<file path="src/logic/vlts_pkg.sv">
package vlts_pkg;

    // ------------------------------------------------------------------
    // register indices (byte address is four times the index)
    // ------------------------------------------------------------------
    localparam logic [7:0]  IDX_SEL_FIRST  = 8'h41;   // selector for line 2
    localparam logic [7:0]  IDX_SEL_LAST   = 8'h57;   // selector 24, rest of field
    localparam logic [7:0]  IDX_HORIZONTAL_PIXEL_OFFSET_LO    = 8'h59;
    localparam logic [7:0]  IDX_VERTICAL_LINE_OFFSET_LO    = 8'h5a;
    localparam logic [7:0]  IDX_OFFS_HI    = 8'h5b;
    localparam logic [7:0]  IDX_ROUTE      = 8'h5c;
    localparam logic [7:0]  IDX_STATUS     = 8'h5d;
    localparam int          ADDR_W         = 12;

    // ------------------------------------------------------------------
    // field positions
    // ------------------------------------------------------------------
    localparam int          OFFS_FIELD_OFFSET_FLAG_BIT  = 7;       // field offset flag
    localparam int          OFFS_VOFF8_BIT = 4;       // vertical offset msb
    localparam int          OFFS_HORIZONTAL_PIXEL_OFFSET_MSB  = 2;       // horizontal offset upper bits
    localparam int          ROUTE_RT0_LSB  = 0;
    localparam int          ROUTE_RT1_LSB  = 4;
    localparam int          ROUTE_XRH_BIT  = 8;
    localparam int          ROUTE_XRV_LSB  = 12;
    localparam int          STAT_SEL_LSB   = 10;
    localparam int          STAT_CODE_LSB  = 16;
    localparam int          STAT_FIELD_BIT = 24;

    // ------------------------------------------------------------------
    // sizes and reset values
    // ------------------------------------------------------------------
    localparam int          NUM_SEL        = 23;      // selectors 2..24
    localparam logic [4:0]  SEL_FIRST_LINE = 5'h02;
    localparam logic [4:0]  SEL_LAST_LINE  = 5'h17;   // selector 23
    localparam logic [4:0]  SEL_REST_IDX   = 5'h16;   // entry of selector 24
    localparam logic [11:0] MAP_PIVOT      = 12'h003; // counter to selector shift
    localparam logic [7:0]  RST_SEL        = 8'hff;
    localparam logic [8:0]  RST_VERTICAL_LINE_OFFSET       = 9'h003;
    localparam logic [10:0] RST_HORIZONTAL_PIXEL_OFFSET       = 11'h347;
    localparam logic        RST_FIELD_OFFSET_FLAG       = 1'b0;
    localparam logic [9:0]  LINE_CNT_MAX   = 10'h3ff;

    // ------------------------------------------------------------------
    // data type codes
    // ------------------------------------------------------------------
    localparam logic [3:0]  CODE_VBI_COMP  = 4'h6;
    localparam logic [3:0]  CODE_ACT_COMP  = 4'hf;

    // ------------------------------------------------------------------
    // routing choices
    // ------------------------------------------------------------------
    typedef enum logic [2:0] {
        RT_LOW   = 3'b000,
        RT_HORIZONTAL_REFERENCE  = 3'b001,
        RT_VPULS = 3'b010,
        RT_VERTICAL_GATE = 3'b011,
        RT_FIELD = 3'b100
    } vlts_rt_e;

    typedef enum logic [1:0] {
        XRV_LOW   = 2'b00,
        XRV_F656  = 2'b01,
        XRV_VPULS = 2'b10
    } vlts_xrv_e;

    // reference signals from sync generation
    typedef struct packed {
        logic horizontal_reference;
        logic field_flag_656;
        logic vertical_pulse;
        logic vertical_gate;
        logic field_identifier;
    } vlts_ref_s;

    // pixel stream with its data type marks
    typedef struct packed {
        logic        valid;
        logic [15:0] data;
        logic        set_raw;
        logic        set_vbi;
    } vlts_pix_s;

endpackage

</file>
<file path="src/logic/vlts_line_map.sv">
`timescale 1ns/1ps
`default_nettype none
// ----------------------------------------------------------------------
// line counter to selector entry
// ----------------------------------------------------------------------
module vlts_line_map
    import vlts_pkg::*;
(
    input  wire logic [9:0] i_line_cnt,
    input  wire logic [8:0] i_vertical_line_offset,
    input  wire logic       i_field_offset_flag,
    input  wire logic       i_field2,
    output logic      [4:0] o_sel_idx
);
    logic [11:0] line_num;
    logic        adj;

    // field two without offset flag sits one line later
    always_comb begin
        adj      = i_field2 & ~i_field_offset_flag;
        line_num = {2'b00, i_line_cnt} + MAP_PIVOT - {3'b000, i_vertical_line_offset} - {11'h000, adj};
        if (!line_num[11] && line_num >= {7'h00, SEL_FIRST_LINE}
            && line_num <= {7'h00, SEL_LAST_LINE}) begin
            o_sel_idx = line_num[4:0] - SEL_FIRST_LINE;
        end else begin
            o_sel_idx = SEL_REST_IDX;
        end
    end
endmodule
`default_nettype wire

</file>
<file path="src/logic/vlts_top.sv">
`timescale 1ns/1ps
`default_nettype none
module vlts_top
    import vlts_pkg::*;
(
    input  wire logic              i_mclk,
    input  wire logic              i_rst_n,
    // apb slave
    input  wire logic              i_psel,
    input  wire logic              i_penable,
    input  wire logic              i_pwrite,
    input  wire logic [ADDR_W-1:0] i_paddr,
    input  wire logic [31:0]       i_pwdata,
    output logic      [31:0]       o_prdata,
    output logic                   o_pready,
    output logic                   o_pslverr,
    // line and field timing
    input  wire logic              i_line_start,
    input  wire logic              i_field_start,
    input  wire logic              i_field2,
    input  wire vlts_ref_s         i_ref,
    // sample stream
    input  wire logic              i_pix_valid,
    input  wire logic [15:0]       i_pix_data,
    output vlts_pix_s              o_pix,
    output logic                   o_set_active,
    // reference pins
    output logic                   o_realtime_out_0,
    output logic                   o_realtime_out_1,
    output logic                   o_expansion_horiz_ref_pin,
    output logic                   o_expansion_vert_ref_pin
);
    // ------------------------------------------------------------------
    // state
    // ------------------------------------------------------------------
    typedef struct packed {
        logic [NUM_SEL-1:0][7:0] sel;
        logic [8:0]              vertical_line_offset;
        logic [10:0]             horizontal_pixel_offset;
        logic                    field_offset_flag;
        vlts_rt_e                rt0_sel;
        vlts_rt_e                rt1_sel;
        logic                    xrh_en;
        vlts_xrv_e               xrv_sel;
        logic [9:0]              line_cnt;
        logic                    field2;
        logic [4:0]              sel_idx;
        logic [3:0]              code;
        logic [31:0]             prdata;
        logic                    pready;
        logic                    pslverr;
        vlts_pix_s               pix;
        logic                    set_active;
        logic                    rt0;
        logic                    rt1;
        logic                    expansion_horiz_ref_pin;
        logic                    expansion_vert_ref_pin;
    } vlts_state_s;

    vlts_state_s st;
    vlts_state_s next_st;

    logic [4:0]  map_idx;
    logic        dec_raw;
    logic        dec_vbi;
    logic        dec_act;
    logic [3:0]  map_code;
    logic [7:0]  widx;
    logic        setup;
    logic        access;
    logic [7:0]  map_entry;
    logic [31:0] rd_word;
    logic        rd_hit;
    logic [9:0]  next_line_cnt;
    logic        next_field2;

    // ------------------------------------------------------------------
    // leaf logic
    // ------------------------------------------------------------------
    // the map looks at the line that starts now, so it is fed the
    // coming counter and field rather than the registered ones
    vlts_line_map u_map (
        .i_line_cnt (next_line_cnt),
        .i_vertical_line_offset     (st.vertical_line_offset),
        .i_field_offset_flag     (st.field_offset_flag),
        .i_field2   (next_field2),
        .o_sel_idx  (map_idx)
    );

    vlts_type_decode u_dec (
        .i_code       (map_code),
        .o_set_raw    (dec_raw),
        .o_set_vbi    (dec_vbi),
        .o_set_active (dec_act)
    );

    // counter and field of the coming cycle, apart from the state copy
    // so that the selector lookup reads no output of its own process;
    // a field start wins over a line start in the same cycle
    always_comb begin
        next_line_cnt = st.line_cnt;
        next_field2   = st.field2;
        if (i_field_start) begin
            next_line_cnt = 10'h000;                          // field start is line 0
            next_field2   = i_field2;
        end else if (i_line_start && st.line_cnt != LINE_CNT_MAX) begin
            next_line_cnt = st.line_cnt + 10'h001;            // saturates at the top
        end
    end

    // field one code in upper nibble, field two in lower
    always_comb begin
        map_entry = st.sel[map_idx];
        map_code  = next_field2 ? map_entry[3:0] : map_entry[7:4];
    end

    // ------------------------------------------------------------------
    // register read decode
    // ------------------------------------------------------------------
    // misaligned or out of range addresses clear the hit flag, which
    // turns into the error answer and blocks any write
    always_comb begin
        widx    = i_paddr[9:2];
        setup   = i_psel & ~i_penable;
        access  = i_psel & i_penable & st.pready;
        rd_word = 32'h0000_0000;
        rd_hit  = (i_paddr[1:0] == 2'b00) && (i_paddr[ADDR_W-1:10] == 2'b00);
        if (widx >= IDX_SEL_FIRST && widx <= IDX_SEL_LAST) begin
            rd_word[7:0] = st.sel[widx - IDX_SEL_FIRST];
        end else begin
            unique case (widx)
                IDX_HORIZONTAL_PIXEL_OFFSET_LO: rd_word[7:0] = st.horizontal_pixel_offset[7:0];
                IDX_VERTICAL_LINE_OFFSET_LO: rd_word[7:0] = st.vertical_line_offset[7:0];
                IDX_OFFS_HI: begin
                    rd_word[OFFS_FIELD_OFFSET_FLAG_BIT]           = st.field_offset_flag;
                    rd_word[OFFS_VOFF8_BIT]          = st.vertical_line_offset[8];
                    rd_word[OFFS_HORIZONTAL_PIXEL_OFFSET_MSB:0]         = st.horizontal_pixel_offset[10:8];
                end
                IDX_ROUTE: begin
                    rd_word[ROUTE_RT0_LSB+:3]        = st.rt0_sel;
                    rd_word[ROUTE_RT1_LSB+:3]        = st.rt1_sel;
                    rd_word[ROUTE_XRH_BIT]           = st.xrh_en;
                    rd_word[ROUTE_XRV_LSB+:2]        = st.xrv_sel;
                end
                IDX_STATUS: begin
                    rd_word[9:0]                     = st.line_cnt;
                    rd_word[STAT_SEL_LSB+:5]         = st.sel_idx;
                    rd_word[STAT_CODE_LSB+:4]        = st.code;
                    rd_word[STAT_FIELD_BIT]          = st.field2;
                end
                default: rd_hit = 1'b0;
            endcase
        end
    end

    // ------------------------------------------------------------------
    // next state
    // ------------------------------------------------------------------
    always_comb begin
        next_st = st;

        // apb: answer prepared in setup, given in first access cycle
        // zero wait states; ready and error stand for one cycle and fall
        // at the completing edge, read data holds to the next setup; back to back is fine
        if (setup) begin
            next_st.pready  = 1'b1;
            next_st.pslverr = ~rd_hit;
            next_st.prdata  = (rd_hit && !i_pwrite) ? rd_word : 32'h0000_0000;
        end else if (access) begin
            next_st.pready  = 1'b0;
            next_st.pslverr = 1'b0;
        end

        // register writes take effect at the completing edge
        if (access && i_pwrite && rd_hit) begin
            if (widx >= IDX_SEL_FIRST && widx <= IDX_SEL_LAST) begin
                next_st.sel[widx - IDX_SEL_FIRST] = i_pwdata[7:0];
            end else begin
                unique case (widx)
                    IDX_HORIZONTAL_PIXEL_OFFSET_LO: next_st.horizontal_pixel_offset[7:0] = i_pwdata[7:0];
                    IDX_VERTICAL_LINE_OFFSET_LO: next_st.vertical_line_offset[7:0] = i_pwdata[7:0];
                    IDX_OFFS_HI: begin
                        next_st.field_offset_flag       = i_pwdata[OFFS_FIELD_OFFSET_FLAG_BIT];
                        next_st.vertical_line_offset[8]    = i_pwdata[OFFS_VOFF8_BIT];
                        next_st.horizontal_pixel_offset[10:8] = i_pwdata[OFFS_HORIZONTAL_PIXEL_OFFSET_MSB:0];
                    end
                    IDX_ROUTE: begin
                        next_st.rt0_sel = vlts_rt_e'(i_pwdata[ROUTE_RT0_LSB+:3]);
                        next_st.rt1_sel = vlts_rt_e'(i_pwdata[ROUTE_RT1_LSB+:3]);
                        next_st.xrh_en  = i_pwdata[ROUTE_XRH_BIT];
                        next_st.xrv_sel = vlts_xrv_e'(i_pwdata[ROUTE_XRV_LSB+:2]);
                    end
                    default: ;
                endcase
            end
        end

        // line counting within the field, worked out above
        next_st.line_cnt = next_line_cnt;
        next_st.field2   = next_field2;

        // code of the current line, fixed at each line start
        if (i_field_start || i_line_start) begin
            next_st.sel_idx = map_idx;
            next_st.code    = map_code;
        end

        // samples carry the type of the line they belong to
        next_st.pix.valid  = i_pix_valid;
        next_st.pix.data   = i_pix_data;
        if (i_field_start || i_line_start) begin
            next_st.pix.set_raw = dec_raw;
            next_st.pix.set_vbi = dec_vbi;
            next_st.set_active  = dec_act;
        end

        // reference pin routing, forbidden pairings not encodable
        // unused select codes read back as written but drive the pin low,
        // so a stray write can never put a wrong reference on a pin
        unique case (st.rt0_sel)
            RT_HORIZONTAL_REFERENCE:  next_st.rt0 = i_ref.horizontal_reference;
            RT_VPULS: next_st.rt0 = i_ref.vertical_pulse;
            RT_VERTICAL_GATE: next_st.rt0 = i_ref.vertical_gate;
            RT_FIELD: next_st.rt0 = i_ref.field_identifier;
            default:  next_st.rt0 = 1'b0;
        endcase
        unique case (st.rt1_sel)
            RT_HORIZONTAL_REFERENCE:  next_st.rt1 = i_ref.horizontal_reference;
            RT_VPULS: next_st.rt1 = i_ref.vertical_pulse;
            RT_VERTICAL_GATE: next_st.rt1 = i_ref.vertical_gate;
            RT_FIELD: next_st.rt1 = i_ref.field_identifier;
            default:  next_st.rt1 = 1'b0;
        endcase
        next_st.expansion_horiz_ref_pin = st.xrh_en & i_ref.horizontal_reference;
        unique case (st.xrv_sel)
            XRV_F656:  next_st.expansion_vert_ref_pin = i_ref.field_flag_656;
            XRV_VPULS: next_st.expansion_vert_ref_pin = i_ref.vertical_pulse;
            default:   next_st.expansion_vert_ref_pin = 1'b0;
        endcase
    end

    // ------------------------------------------------------------------
    // state register
    // ------------------------------------------------------------------
    // selectors come up as active video everywhere, and the marks
    // agree with that code until the first line start
    always_ff @(posedge i_mclk or negedge i_rst_n) begin
        if (!i_rst_n) begin
            st            <= '0;
            st.sel        <= {NUM_SEL{RST_SEL}};
            st.vertical_line_offset       <= RST_VERTICAL_LINE_OFFSET;
            st.horizontal_pixel_offset       <= RST_HORIZONTAL_PIXEL_OFFSET;
            st.field_offset_flag       <= RST_FIELD_OFFSET_FLAG;
            st.rt0_sel    <= RT_LOW;
            st.rt1_sel    <= RT_LOW;
            st.xrv_sel    <= XRV_LOW;
            st.sel_idx    <= SEL_REST_IDX;
            st.code       <= CODE_ACT_COMP;
            st.pix.set_raw <= 1'b0;
            st.pix.set_vbi <= 1'b0;
            st.set_active <= 1'b1;
        end else begin
            st <= next_st;
        end
    end

    // outputs straight from the state register
    assign o_prdata                  = st.prdata;
    assign o_pready                  = st.pready;
    assign o_pslverr                 = st.pslverr;
    assign o_pix                     = st.pix;
    assign o_set_active              = st.set_active;
    assign o_realtime_out_0          = st.rt0;
    assign o_realtime_out_1          = st.rt1;
    assign o_expansion_horiz_ref_pin = st.expansion_horiz_ref_pin;
    assign o_expansion_vert_ref_pin  = st.expansion_vert_ref_pin;
endmodule
`default_nettype wire

</file>
<file path="src/logic/vlts_type_decode.sv">
`timescale 1ns/1ps
`default_nettype none
// ----------------------------------------------------------------------
// data type code to path controls
// ----------------------------------------------------------------------
module vlts_type_decode
    import vlts_pkg::*;
(
    input  wire logic [3:0] i_code,
    output logic            o_set_raw,
    output logic            o_set_vbi,
    output logic            o_set_active
);
    // only codes 6 and 15 give component video
    always_comb begin
        o_set_vbi    = (i_code == CODE_VBI_COMP);
        o_set_active = (i_code == CODE_ACT_COMP);
        o_set_raw    = ~o_set_vbi & ~o_set_active;
    end
endmodule
`default_nettype wire

</file>
<file path="config.mk">
export PLATFORM = sky130hd
export DESIGN_NAME = vlts_top
export DESIGN_NICKNAME = d
export VERILOG_FILES = /design/src/logic/vlts_pkg.sv /design/src/logic/vlts_line_map.sv /design/src/logic/vlts_top.sv /design/src/logic/vlts_type_decode.sv
export SDC_FILE = /design/constraint.sdc
export NUM_CORES = 1
export LEC_CHECK = 0
export BUFFER_PORTS_ARGS = -buffer_cell sky130_fd_sc_hd__buf_2
export CORE_MARGIN = 1.5
export CORE_UTILIZATION = 55
export CTS_CLUSTER_DIAMETER = 100
export DETAILED_ROUTE_END_ITERATION = 12
export PLACE_DENSITY_LB_ADDON = 0.05
export SLEW_MARGIN = 30
export SYNTH_ARGS = -nofsm -noshare
export SYNTH_HDL_FRONTEND = slang
export SYNTH_SLANG_ARGS = --single-unit
</file>
<file path="constraint.sdc">
create_clock -name i_mclk -period 5.78 [get_ports i_mclk]
set_clock_uncertainty 0.1 [all_clocks]
set_input_delay 0.289 -clock i_mclk [delete_from_list [all_inputs] [get_ports i_mclk]]
set_output_delay 0.289 -clock i_mclk [all_outputs]
set_load 0.005 [all_outputs]
</file>
=== Yosys cells after proc, flatten, opt, wreduce, memory -nomap -nowiden ===
Cells that the tools add are included.

* Muxes and demuxes: 35
* Order comparisons: 7
* Bitwise logic cells: 12
* Equality and inequality tests: 18
* $add $sub $neg: 6
* Reduce and logical (&&, ||, !) cells: 21

{| class="wikitable"
|+ Operators with widths
! cell !! count
|-
| $bwmux 184 || 1
|-
| $bmux 8 s5 || 2
|-
| $demux 8 s5 || 1
|-
| $eq 8x7->1 const B || 5
|-
| $mux 8 || 4
|-
| $mux 25 || 1
|-
| $mux 10 || 2
|-
| $pmux 3 s5 || 1
|-
| $eq 3x2->1 const B || 4
|-
| $ge 12x2->1 const B || 1
|-
| $le 12x5->1 const B || 1
|-
| $mux 4 || 3
|-
| $pmux 1 s4 || 3
|-
| $reduce_and 3->1 || 4
|-
| $sub 12x1->12 || 1
|-
| $sub 12x9->12 || 1
|-
| $add 10x2->11 const B || 1
|-
| $add 10x1->10 const B || 1
|-
| $ne 10x10->1 const B || 1
|-
| $logic_and 1x1->1 || 9
|-
| $ge 8x1->1 const B || 1
|-
| $ge 8x7->1 const B || 1
|-
| $le 8x7->1 const B || 1
|-
| $lt 8x6->1 const B || 1
|-
| other kinds (27) || 48
|}

* Register bits after elaboration: 292

=== Longest topological paths before layout ===
Gate-level depths: netlist (run 1).

* Depth after elaboration: 17
* Depth in mapped cells: 27

=== By module ===
Synthesis (run 1) repeated with hierarchy kept, for this count alone.

* Cell total of the unflattened synthesis: 1,204
* Area, all modules: 15,894.0 µm²

{| class="wikitable"
|+ By module, submodules not included
! module !! sequential area each (µm²) !! area an instance (µm²) !! cells each !! instances
|-
| vlts_top || 7,257.0 || 14,961.8 || 1,080 || 1
|-
| vlts_line_map || 0.0 || 902.1 || 118 || 1
|-
| vlts_type_decode || 0.0 || 30.0 || 6 || 1
|}

=== Worst setup path before layout (run 1) ===
OpenSTA, ideal clock, no wires.

* Kind: register to register
* Start: reg st[72] in the netlist's numbering
* End: reg st[61] in the netlist's numbering
* Stages on the path, launching flop included: 27
* Data required time: 5.598 ns
* Setup slack: -0.155 ns
* Data arrival time: 5.753 ns
* Clock period less this slack: 5.935 ns
* Path through: dfrtp_1 -> buf_4 -> and4_1 -> nand4_1 -> o21ai_0 -> xor2_1 -> nor2_1 -> inv_1 -> ha_1 -> and4bb_2 -> nand2_1 -> xor2_1 -> ha_1 -> inv_1 -> ha_1 -> a21o_1 -> a21oi_1 -> o21ai_1 -> a31o_2 -> a211oi_1 -> o2bb2ai_4 -> nor2_4 -> mux4_2 -> a2111oi_2 -> a32oi_1 -> and2_1 -> mux2_2

* Word-level cells in the longest chain between the ends: 14
* Elaborated cells between the ends (all ways): 18

{| class="wikitable"
|+ Ends and longest elaborated chain
! item !! line !! text
|-
| from (decl) || vlts_top.sv:60 || <nowiki>vlts_state_s st;</nowiki>
|-
| from (signal assigned) || vlts_top.sv:263 || <nowiki>st <= next_st;</nowiki>
|-
| $ne 10x10->1 (*) || vlts_top.sv:106 || <nowiki>end else if (i_line_start && st.line_cnt != LINE_CNT_MAX) begin</nowiki>
|-
| $logic_and 1x1->1 (*) || vlts_top.sv:106 ||
|-
| $mux 10 (*) || vlts_top.sv:106 ||
|-
| $mux 10 (*) || vlts_top.sv:103 || <nowiki>if (i_field_start) begin</nowiki>
|-
| via next_line_cnt[0] || vlts_top.sv:74 || <nowiki>logic [9:0] next_line_cnt;</nowiki>
|-
| $add 10x2->11 (*) || vlts_line_map.sv:21 || <nowiki>line_num = {2'b00, i_line_cnt} + MAP_PIVOT - {3'b000, i_vertical_line_offset} - {11'h000, adj};</nowiki>
|-
| $sub 12x9->12 (*) || vlts_line_map.sv:21 ||
|-
| $sub 12x1->12 (*) || vlts_line_map.sv:21 ||
|-
| $ge 12x2->1 / $logic_not 1->1 (equally long branches) || vlts_line_map.sv:22 || <nowiki>if (!line_num[11] && line_num >= {7'h00, SEL_FIRST_LINE}</nowiki>
|-
| $logic_and 1x1->1 || vlts_line_map.sv:22 ||
|-
| $logic_and 1x1->1 || vlts_line_map.sv:23 || <nowiki>&& line_num <= {7'h00, SEL_LAST_LINE}) begin</nowiki>
|-
| $mux 5 (*) || vlts_line_map.sv:22 ||
|-
| $bmux 8 s5 (*) || vlts_top.sv:113 || <nowiki>map_entry = st.sel[map_idx];</nowiki>
|-
| $mux 8 (not written as such) (*) || vlts_top.sv:113 ||
|-
| $mux 4 (*) || vlts_top.sv:114 || <nowiki>map_code = next_field2 ? map_entry[3:0] : map_entry[7:4];</nowiki>
|}

The timed path passes the listed nets; every way through them passes the cells marked *. The select of a mux whose other input is x is not followed.
A chain may end at the register's enable or synchronous reset.

=== Worst setup path after layout (run 1) ===
* Start: reg st[74] in the netlist's numbering
* End: reg st[61] in the netlist's numbering

Same word-level chain as after synthesis.

==> key figures, run 1 <==
Timing
  • Fin crit share: 97.3%
  • Endpoints failing hold: 0
  • Max-slew violations: 0
  • Tmin final: 5620 ps
  • RSZ-0062 raised after global routing: yes
  • Final hold slack: 27.8 ps
  • Min setup slack post-route: 157 ps
  • Final setup violation count: 0
  • Slew HR: 32.5%
  • Slew @ Worst Pin: 1010 ps
  • FMAX: 178 MHz

Place
  • Pre-CTS WS: -283 ps
  • Dpl cell area: 17,400 um^2
  • DP Wirelength: 33,500 um
  • RD Place Congestion: 0.993
  • I/O Buffers: 98

Floorplan
  • Die width: 174 um
  • Site Rows: 62
  • Die height: 174 um
  • Starting Density: 55.8%
  • Die area: 30,100 um^2
  • Core Box Area: 28,700 um^2
  • I/O Pins: 132

Synth
  • EDFF count, synth: 0
  • Largest area contributor in the netlist: dfstp_2
  • Top_reg_cell synth: dfstp_2
  • Cell variety after synth: 76
  • Synth area leaders: dfstp_2 33%, mux2_2 16%, dfrtp_1 13%
  • Sequential fraction of the synthesis area: 45.3%
  • Average size of a mapped cell: 11.9 um^2
  • Share of the synthesized area in the top cell type: 32.8%
  • Syn. warnings: 0
  • Number of synthesized register bits: 280
  • Ys async rst share: 100%
  • Post-Synthesis Cell Area: 16,000 um^2
  • Cell count after synthesis: 1,341

Drt
  • Remaining DRCs: 0
  • Vias post-DR: 12,200
  • Final wirelength: 48,600 um
  • Post-DRT Antenna Nets: 0
  • Initial DRC count: 954
  • DR pass1 iterations: 5
  • DR WL/cell: 25.0 um
  • Vias/cell: 6.30

Outcome
  • Outcome: completed

Clock tree
  • Sink Count: 280
  • Max clock buf depth: 3
  • Clock root buffer: clkbuf_16
  • Clock transition at path regs: 60 ps
  • TritonCTS clock tree: done
  • CTS Buf Count: 30
  • H-Tree Level Count: 1
  • Later-pin clock latency in the skew report: 570 ps

Critical path
  • WP data required: 6170 ps
  • Reg-to-Reg End: st[61]
  • Slowest stage delay, CP: 560 ps
  • Critical Path AT: 6010 ps
  • Reg2Reg Setup Slack: 160 ps
  • Worst R2R Path Depth: 24
  • CP Class: flop to flop
  • Max Fanout on Critical Path: 8
  • Crit-path cells: and4_1 > nand4_1 > o21ai_2 > xor2_1 > nor2_1 > inv_2 > buf_4 > buf_4 > fa_4 > ha_1 > nor2b_4 > o2111ai_2 > nand4_1 > a21o_1 > a211oi_4 > buf_4 > o2bb2ai_4 > nor2_4 > mux4_2 > a2111oi_4 > a32oi_1 > buf_4 > and2_4 > mux2_4
  • Crit. End Element: flop
  • Startpoint Class: flop
  • Worst-path cell with the longest stage delay: mux4_2
  • Launch point of the worst reg-to-reg path: st[74]
  • CP most frequent cell: buf_4

GRT
  • Global router's overall resource usage: 32.5%
  • Vias in the first global route: 12,200
  • First-pass GRT wire length: 74,500 um
  • Antenna violations before repair: 1
  • Largest net degree at the start of global routing: 158
  • Grt total ovfl: 0

Hold path
  • Hold Crit Class: primary input to flop
  • Hold_sp: i_field_start
  • Hold Path End: st[69]
  • WHS Path Cells: 3

Final layout
  • Fin area: 19,200 um^2
  • Final core area utilization: 66.9%
  • Layout area overhead: 19.9%
  • Leading cell type in the layout, fill and taps excluded: mux2_2
  • Commonest cells after routing, fill and taps aside: 221 x mux2_2, 200 x dfstp_2, 133 x buf_4
  • Layout cells sized above 1: 53.9%
  • Nets: 1,635
  • Antenna Cells: 0

Power
  • Peak supply drop: 0.259 mV
  • P_leak: 8.17 nW
  • Pwr per Cell Area: 284 nW/um^2

Job
  • Total of max-cap violations: 0
==> where the power goes <==
part	switching, W	total (W)	internal [W]
clock network	0.000820	0.00205	0.00123
registers	0.0000210	0.00204	0.00202
logic	0.000803	0.00135	0.000547
==> synth_stat cells, types with 35 or more instances <==
library cell    n
mux2_2        222
dfstp_2       200
nand2_1        95
nor2_1         87
dfrtp_1        80
mux4_2         63
buf_4          53
clkbuf_1       49
o21ai_0        48
a21oi_1        40
mux2i_1        36
inv_1          35
==> worst max-delay path: cells and delay by family, from the launching register on <==
| family | cells | cell delay (ps) |
|---|---|---|
| AO/OA/AOI/OAI | 7 | 1470 |
| AND/OR/NAND/NOR | 7 | 1250 |
| multiplexers | 2 | 820 |
| adder cells (fa/ha/maj) | 2 | 770 |
| buffers and inverters | 5 | 710 |
| flip-flops | 1 | 350 |
| XOR/XNOR | 1 | 90 |
==> repair_timing <==
item                                    CTS  global route
hold endpoints to repair                 65             0
gates resized for setup                  13            49
hold buffers                             29             0
buffers inserted                          8             5
pin swaps                                11            27
endpoints found under the setup margin    7             7
==> cell families after synthesis <==
group | Yosys count | share of synthesized area, %
buf+inv | 151 | 4.81
simple gates | 300 | 8.90
mux | 321 | 26.7
xor+xnor | 23 | 1.26
flops | 280 | 45.3
compound gates | 238 | 10.8
fa+ha+maj | 27 | 2.20
other cells | 1 | 0.0234
==> state kept, by name, summed over array words and instances, names as in the netlist <==
signal / flops
st: 234
o_prdata: 20
o_pix: 19
o_expansion_horiz_ref_pin: 1
o_expansion_vert_ref_pin: 1
o_pready: 1
o_pslverr: 1
o_realtime_out_0: 1
o_realtime_out_1: 1
o_set_active: 1
==> routing by layer <==
metal	up-vias	global-route usage, %	routed length [um]
li1	5352	-	-
met1	6230	44.5	20300
met2	520	51.2	22500
met3	125	6.14	3760
met4	0	13.4	2080
met5	-	0	0
==> through the flow <==
step	TNS [ps]	power [W]	std cells
floorplan	0	0.00267	1352
global placement	-582	0.00327	1843
detailed placement	-1040	0.00328	1843
CTS	0	0.00536	1936
global route	-203	0.00561	1942
finish	0	0.00544	1942
==> worst max path at each step <==
stage / start / endpoint / slack, ps / cells after the start
final: st[74] / st[61] / 160 / 24
after global routing: st[74] / o_pix[0] / -70 / 26
after CTS: st[73] / st[61] / 7 / 27
after detailed placement: st[74] / o_pix[0] / -280 / 26
after global placement: st[74] / o_pix[0] / -210 / 27
after floorplan: st[72] / st[61] / 20 / 26
==> final cells by class <==
class | count | area (um^2)
fill | 2192 | 9510
multi-input combinational | 921 | 8370
sequential | 280 | 7260
timing repair buffer | 265 | 1890
clock buffer | 44 | 916
tap | 384 | 480
clock inverter | 12 | 146
inverter | 36 | 135
Note: power is estimated with default switching activity, not from simulation.
==> inputs of run 2 (changes only) <==
--- a/config.mk
+++ b/config.mk
@@ -12,4 +12,5 @@
 export DETAILED_ROUTE_END_ITERATION = 12
 export PLACE_DENSITY_LB_ADDON = 0.05
+export RECOVER_POWER = 100
 export SLEW_MARGIN = 30
 export SYNTH_ARGS = -nofsm -noshare
==> constraint.sdc (replaced) <==
create_clock -name i_mclk -period 5.78 [get_ports i_mclk]
set_clock_uncertainty 0.1 [all_clocks]
set_input_delay 0.578 -clock i_mclk [delete_from_list [all_inputs] [get_ports i_mclk]]
set_output_delay 0.578 -clock i_mclk [all_outputs]
set_load 0.02 [all_outputs]
==> run 2 against run 1 <==
- the run now ends with capacitance limit, slew limit left
- utilization fell by 1.4 points
- global-route usage fell by 0.33 points
- routed wire length fell by 1.0%
- die area did not move
- clock-buffer cell count rose by 1
- sequential cell count did not move
- via count fell by 1.7%
- cell count fell by 0.21%
- critical endpoint unchanged
- largest power group is now sequential cells
==> key figures, run 2 (synthesis gave the netlist of run 1 again) <==
Outcome
  • Outcome: complete, but fails checks
  • Failing checks: capacitance limit, slew limit

GRT
  • Vias in the first global route: 12,000 (-1.8%)
  • Largest net degree at the start of global routing: 162 (+2.5%)
  • First-pass GRT wire length: 72,900 um (-2.1%)
  • Antenna violations before repair: 0 (-1)
  • Grt total ovfl: 0 (unchanged)
  • Global router's overall resource usage: 32.2% (-0.33 points)

Place
  • I/O Buffers: 98 (unchanged)
  • DP Wirelength: 33,900 um (+1.0%)
  • Dpl cell area: 17,600 um^2 (+0.98%)
  • RD Place Congestion: 1.00 (+0.81%)
  • Dpl cells: 1,868 (+1.4%)

Timing
  • RSZ-0062 raised after global routing: yes
  • Endpoints failing hold: 0 (unchanged)
  • FMAX: 173 MHz (-2.5%)
  • Fin crit share: 99.8% (+2.5 points)
  • Slew @ Worst Pin: 2220 ps (+1210 ps)
  • Final setup violation count: 0 (unchanged)
  • Slew HR: -47.9% (-80 points)
  • Max-slew violations: 285 (+285)
  • Tmin final: 5770 ps (+147 ps)

Critical path
  • Crit. End Element: flop
  • Max Fanout on Critical Path: 8 (unchanged)
  • CP most frequent cell: buf_4
  • CP Class: flop to flop
  • Crit path max-delay family: compound AO/OA/AOI/OAI gates
  • Startpoint Class: flop
  • CP startpoint: st[74]
  • Critical Path AT: 6160 ps (+150 ps)
  • Worst R2R Path Depth: 28 (+17%)
  • CP Depth: 28 (+17%)
  • Launch point of the worst reg-to-reg path: st[74]
  • WP data required: 6160 ps (about the same)
  • Reg2Reg Setup Slack: 10 ps (-150 ps)
  • Slowest stage delay, CP: 560 ps (about the same)
  • CP bufs+invs: 5 (unchanged)
  • Worst-path cell with the longest stage delay: mux4_2

Clock tree
  • TritonCTS clock tree: done
  • CTS Buf Count: 30 (unchanged)
  • Later-pin clock latency in the skew report: 560 ps (about the same)
  • Clock transition at path regs: 60 ps (about the same)
  • Max clock buf depth: 3 (unchanged)
  • Clock root buffer: clkbuf_16
  • Sink Count: 280 (unchanged)
  • H-Tree Level Count: 1 (unchanged)

Hold path
  • WHS Path Cells: 1 (-2)
  • Hold Crit Class: primary input to flop
  • Hold_sp: i_pix_data[6]

Floorplan
  • Die area: 30,100 um^2 (unchanged)
  • I/O Pins: 132 (unchanged)
  • Die width: 174 um (unchanged)
  • Site Rows: 62 (unchanged)
  • Core Box Area: 28,700 um^2 (unchanged)
  • Starting Density: 55.8% (unchanged)
  • Die height: 174 um (unchanged)

Power
  • Pwr per Cell Area: 287 nW/um^2 (+1.3%)
  • P_leak: 7.93 nW (-2.9%)
  • Peak supply drop: 0.249 mV (-4.0%)

Final layout
  • Fin area: 18,800 um^2 (-2.1%)
  • Fin cells: 1,938 (-0.21%)
  • Multi-input gate area: 8210 um^2 (-1.9%)
  • Leading cell type in the layout, fill and taps excluded: mux2_2
  • Commonest cells after routing, fill and taps aside: 222 x mux2_2, 200 x dfstp_2, 159 x buf_4
  • Sequential cell area: 7260 um^2 (unchanged)
  • Nets: 1,631 (-0.24%)
  • Layout cells sized above 1: 50.6% (-3.3 points)
  • Layout area overhead: 17.4%
  • Antenna Cells: 0 (unchanged)
  • Largest register by flop count: st
  • Largest register FFs: 234 (unchanged)
  • # fillers: 2,268 (+3.5%)

Job
  • Total of max-cap violations: 3 (+3)

Drt
  • DR WL/cell: 24.8 um (-0.80%)
  • Initial DRC count: 1,056 (+11%)
  • Vias/cell: 6.20 (-1.4%)
  • Post-DRT Antenna Nets: 0 (unchanged)
  • Remaining DRCs: 0 (unchanged)
  • DR pass1 iterations: 6 (+1)
  • Final wirelength: 48,100 um (-1.0%)
  • Vias post-DR: 12,000 (-1.7%)
## run 2: cell count changes in the layout (fill, tap and decap cells not counted), moves of 6 or more
cell,before,now
clkbuf_1,5,56
buf_2,97,53
dlygate4sd3_1,29,1
buf_4,133,159
nor2_1,81,87
## run 2: per-stage QoR
step	hold WS [ps]	utilization [%]	worst slack, ps	TNS (ps)	power (W)
floorplan	182	-	23.2	0	0.00269
global placement	360	61.1	-159	-569	0.00330
detailed placement	364	61.2	-219	-975	0.00331
CTS	0.340	65.3	3.20	0	0.00538
global route	0.848	65.5	-209	-794	0.00559
finish	19.2	65.5	9.52	0	0.00540
## run 2: repair_timing
item / CTS / global route
pin swaps: 12 / 24
setup buffers: 5 / 7
setup endpoints to repair: 7 / 7
hold buffers: 0 / 1
gates resized for setup: 16 / 14
endpoints found under the hold margin: 0 / 26
## run 2: area by class of cell
| cell class | instances | area share [%] |
|---|---|---|
| inverters | 36 | 0.719 |
| well taps | 384 | 2.56 |
| repair buffers | 261 | 8.80 |
| clock buffers | 45 | 4.62 |
| multi-input cells | 921 | 43.7 |
| clock inverters | 11 | 0.972 |
| flip-flops and latches | 280 | 38.6 |
## run 2: where the power goes
| group | total [W] | switching [W] | internal [W] |
|---|---|---|---|
| Sequential | 0.00204 | 0.0000198 | 0.00202 |
| Clock | 0.00204 | 0.000784 | 0.00125 |
| Combinational | 0.00132 | 0.000810 | 0.000509 |
## run 2: routing by layer
| metal | wire, um | GRT usage (%) | part of all wire [%] | vias up |
|---|---|---|---|---|
| met5 | 0 | 0 | 0 | - |
| met4 | 1890 | 11.6 | 3.9 | 0 |
| met3 | 4210 | 7.89 | 8.8 | 103 |
| met2 | 22200 | 50.6 | 46 | 472 |
| met1 | 19800 | 43.6 | 41 | 6095 |
| li1 | - | - | - | 5355 |
## run 2: path summary, 6_finish.rpt
path / to
min reg2reg: st[58]
max in group asynchronous: o_pix[14]
min: o_pix[8]
max: st[61]
max reg2reg: st[61]
min in group asynchronous: o_expansion_vert_ref_pin
## run 2: worst reg2reg max path, delay by kind of cell, from the launching register on
family | cells | cell delay (ps)
adder cells (fa/ha/maj) | 3 | 660
AO/OA/AOI/OAI | 9 | 1670
flip-flops | 1 | 350
buffers and inverters | 5 | 640
AND/OR/NAND/NOR | 7 | 1270
XOR/XNOR | 2 | 210
multiplexers | 2 | 810
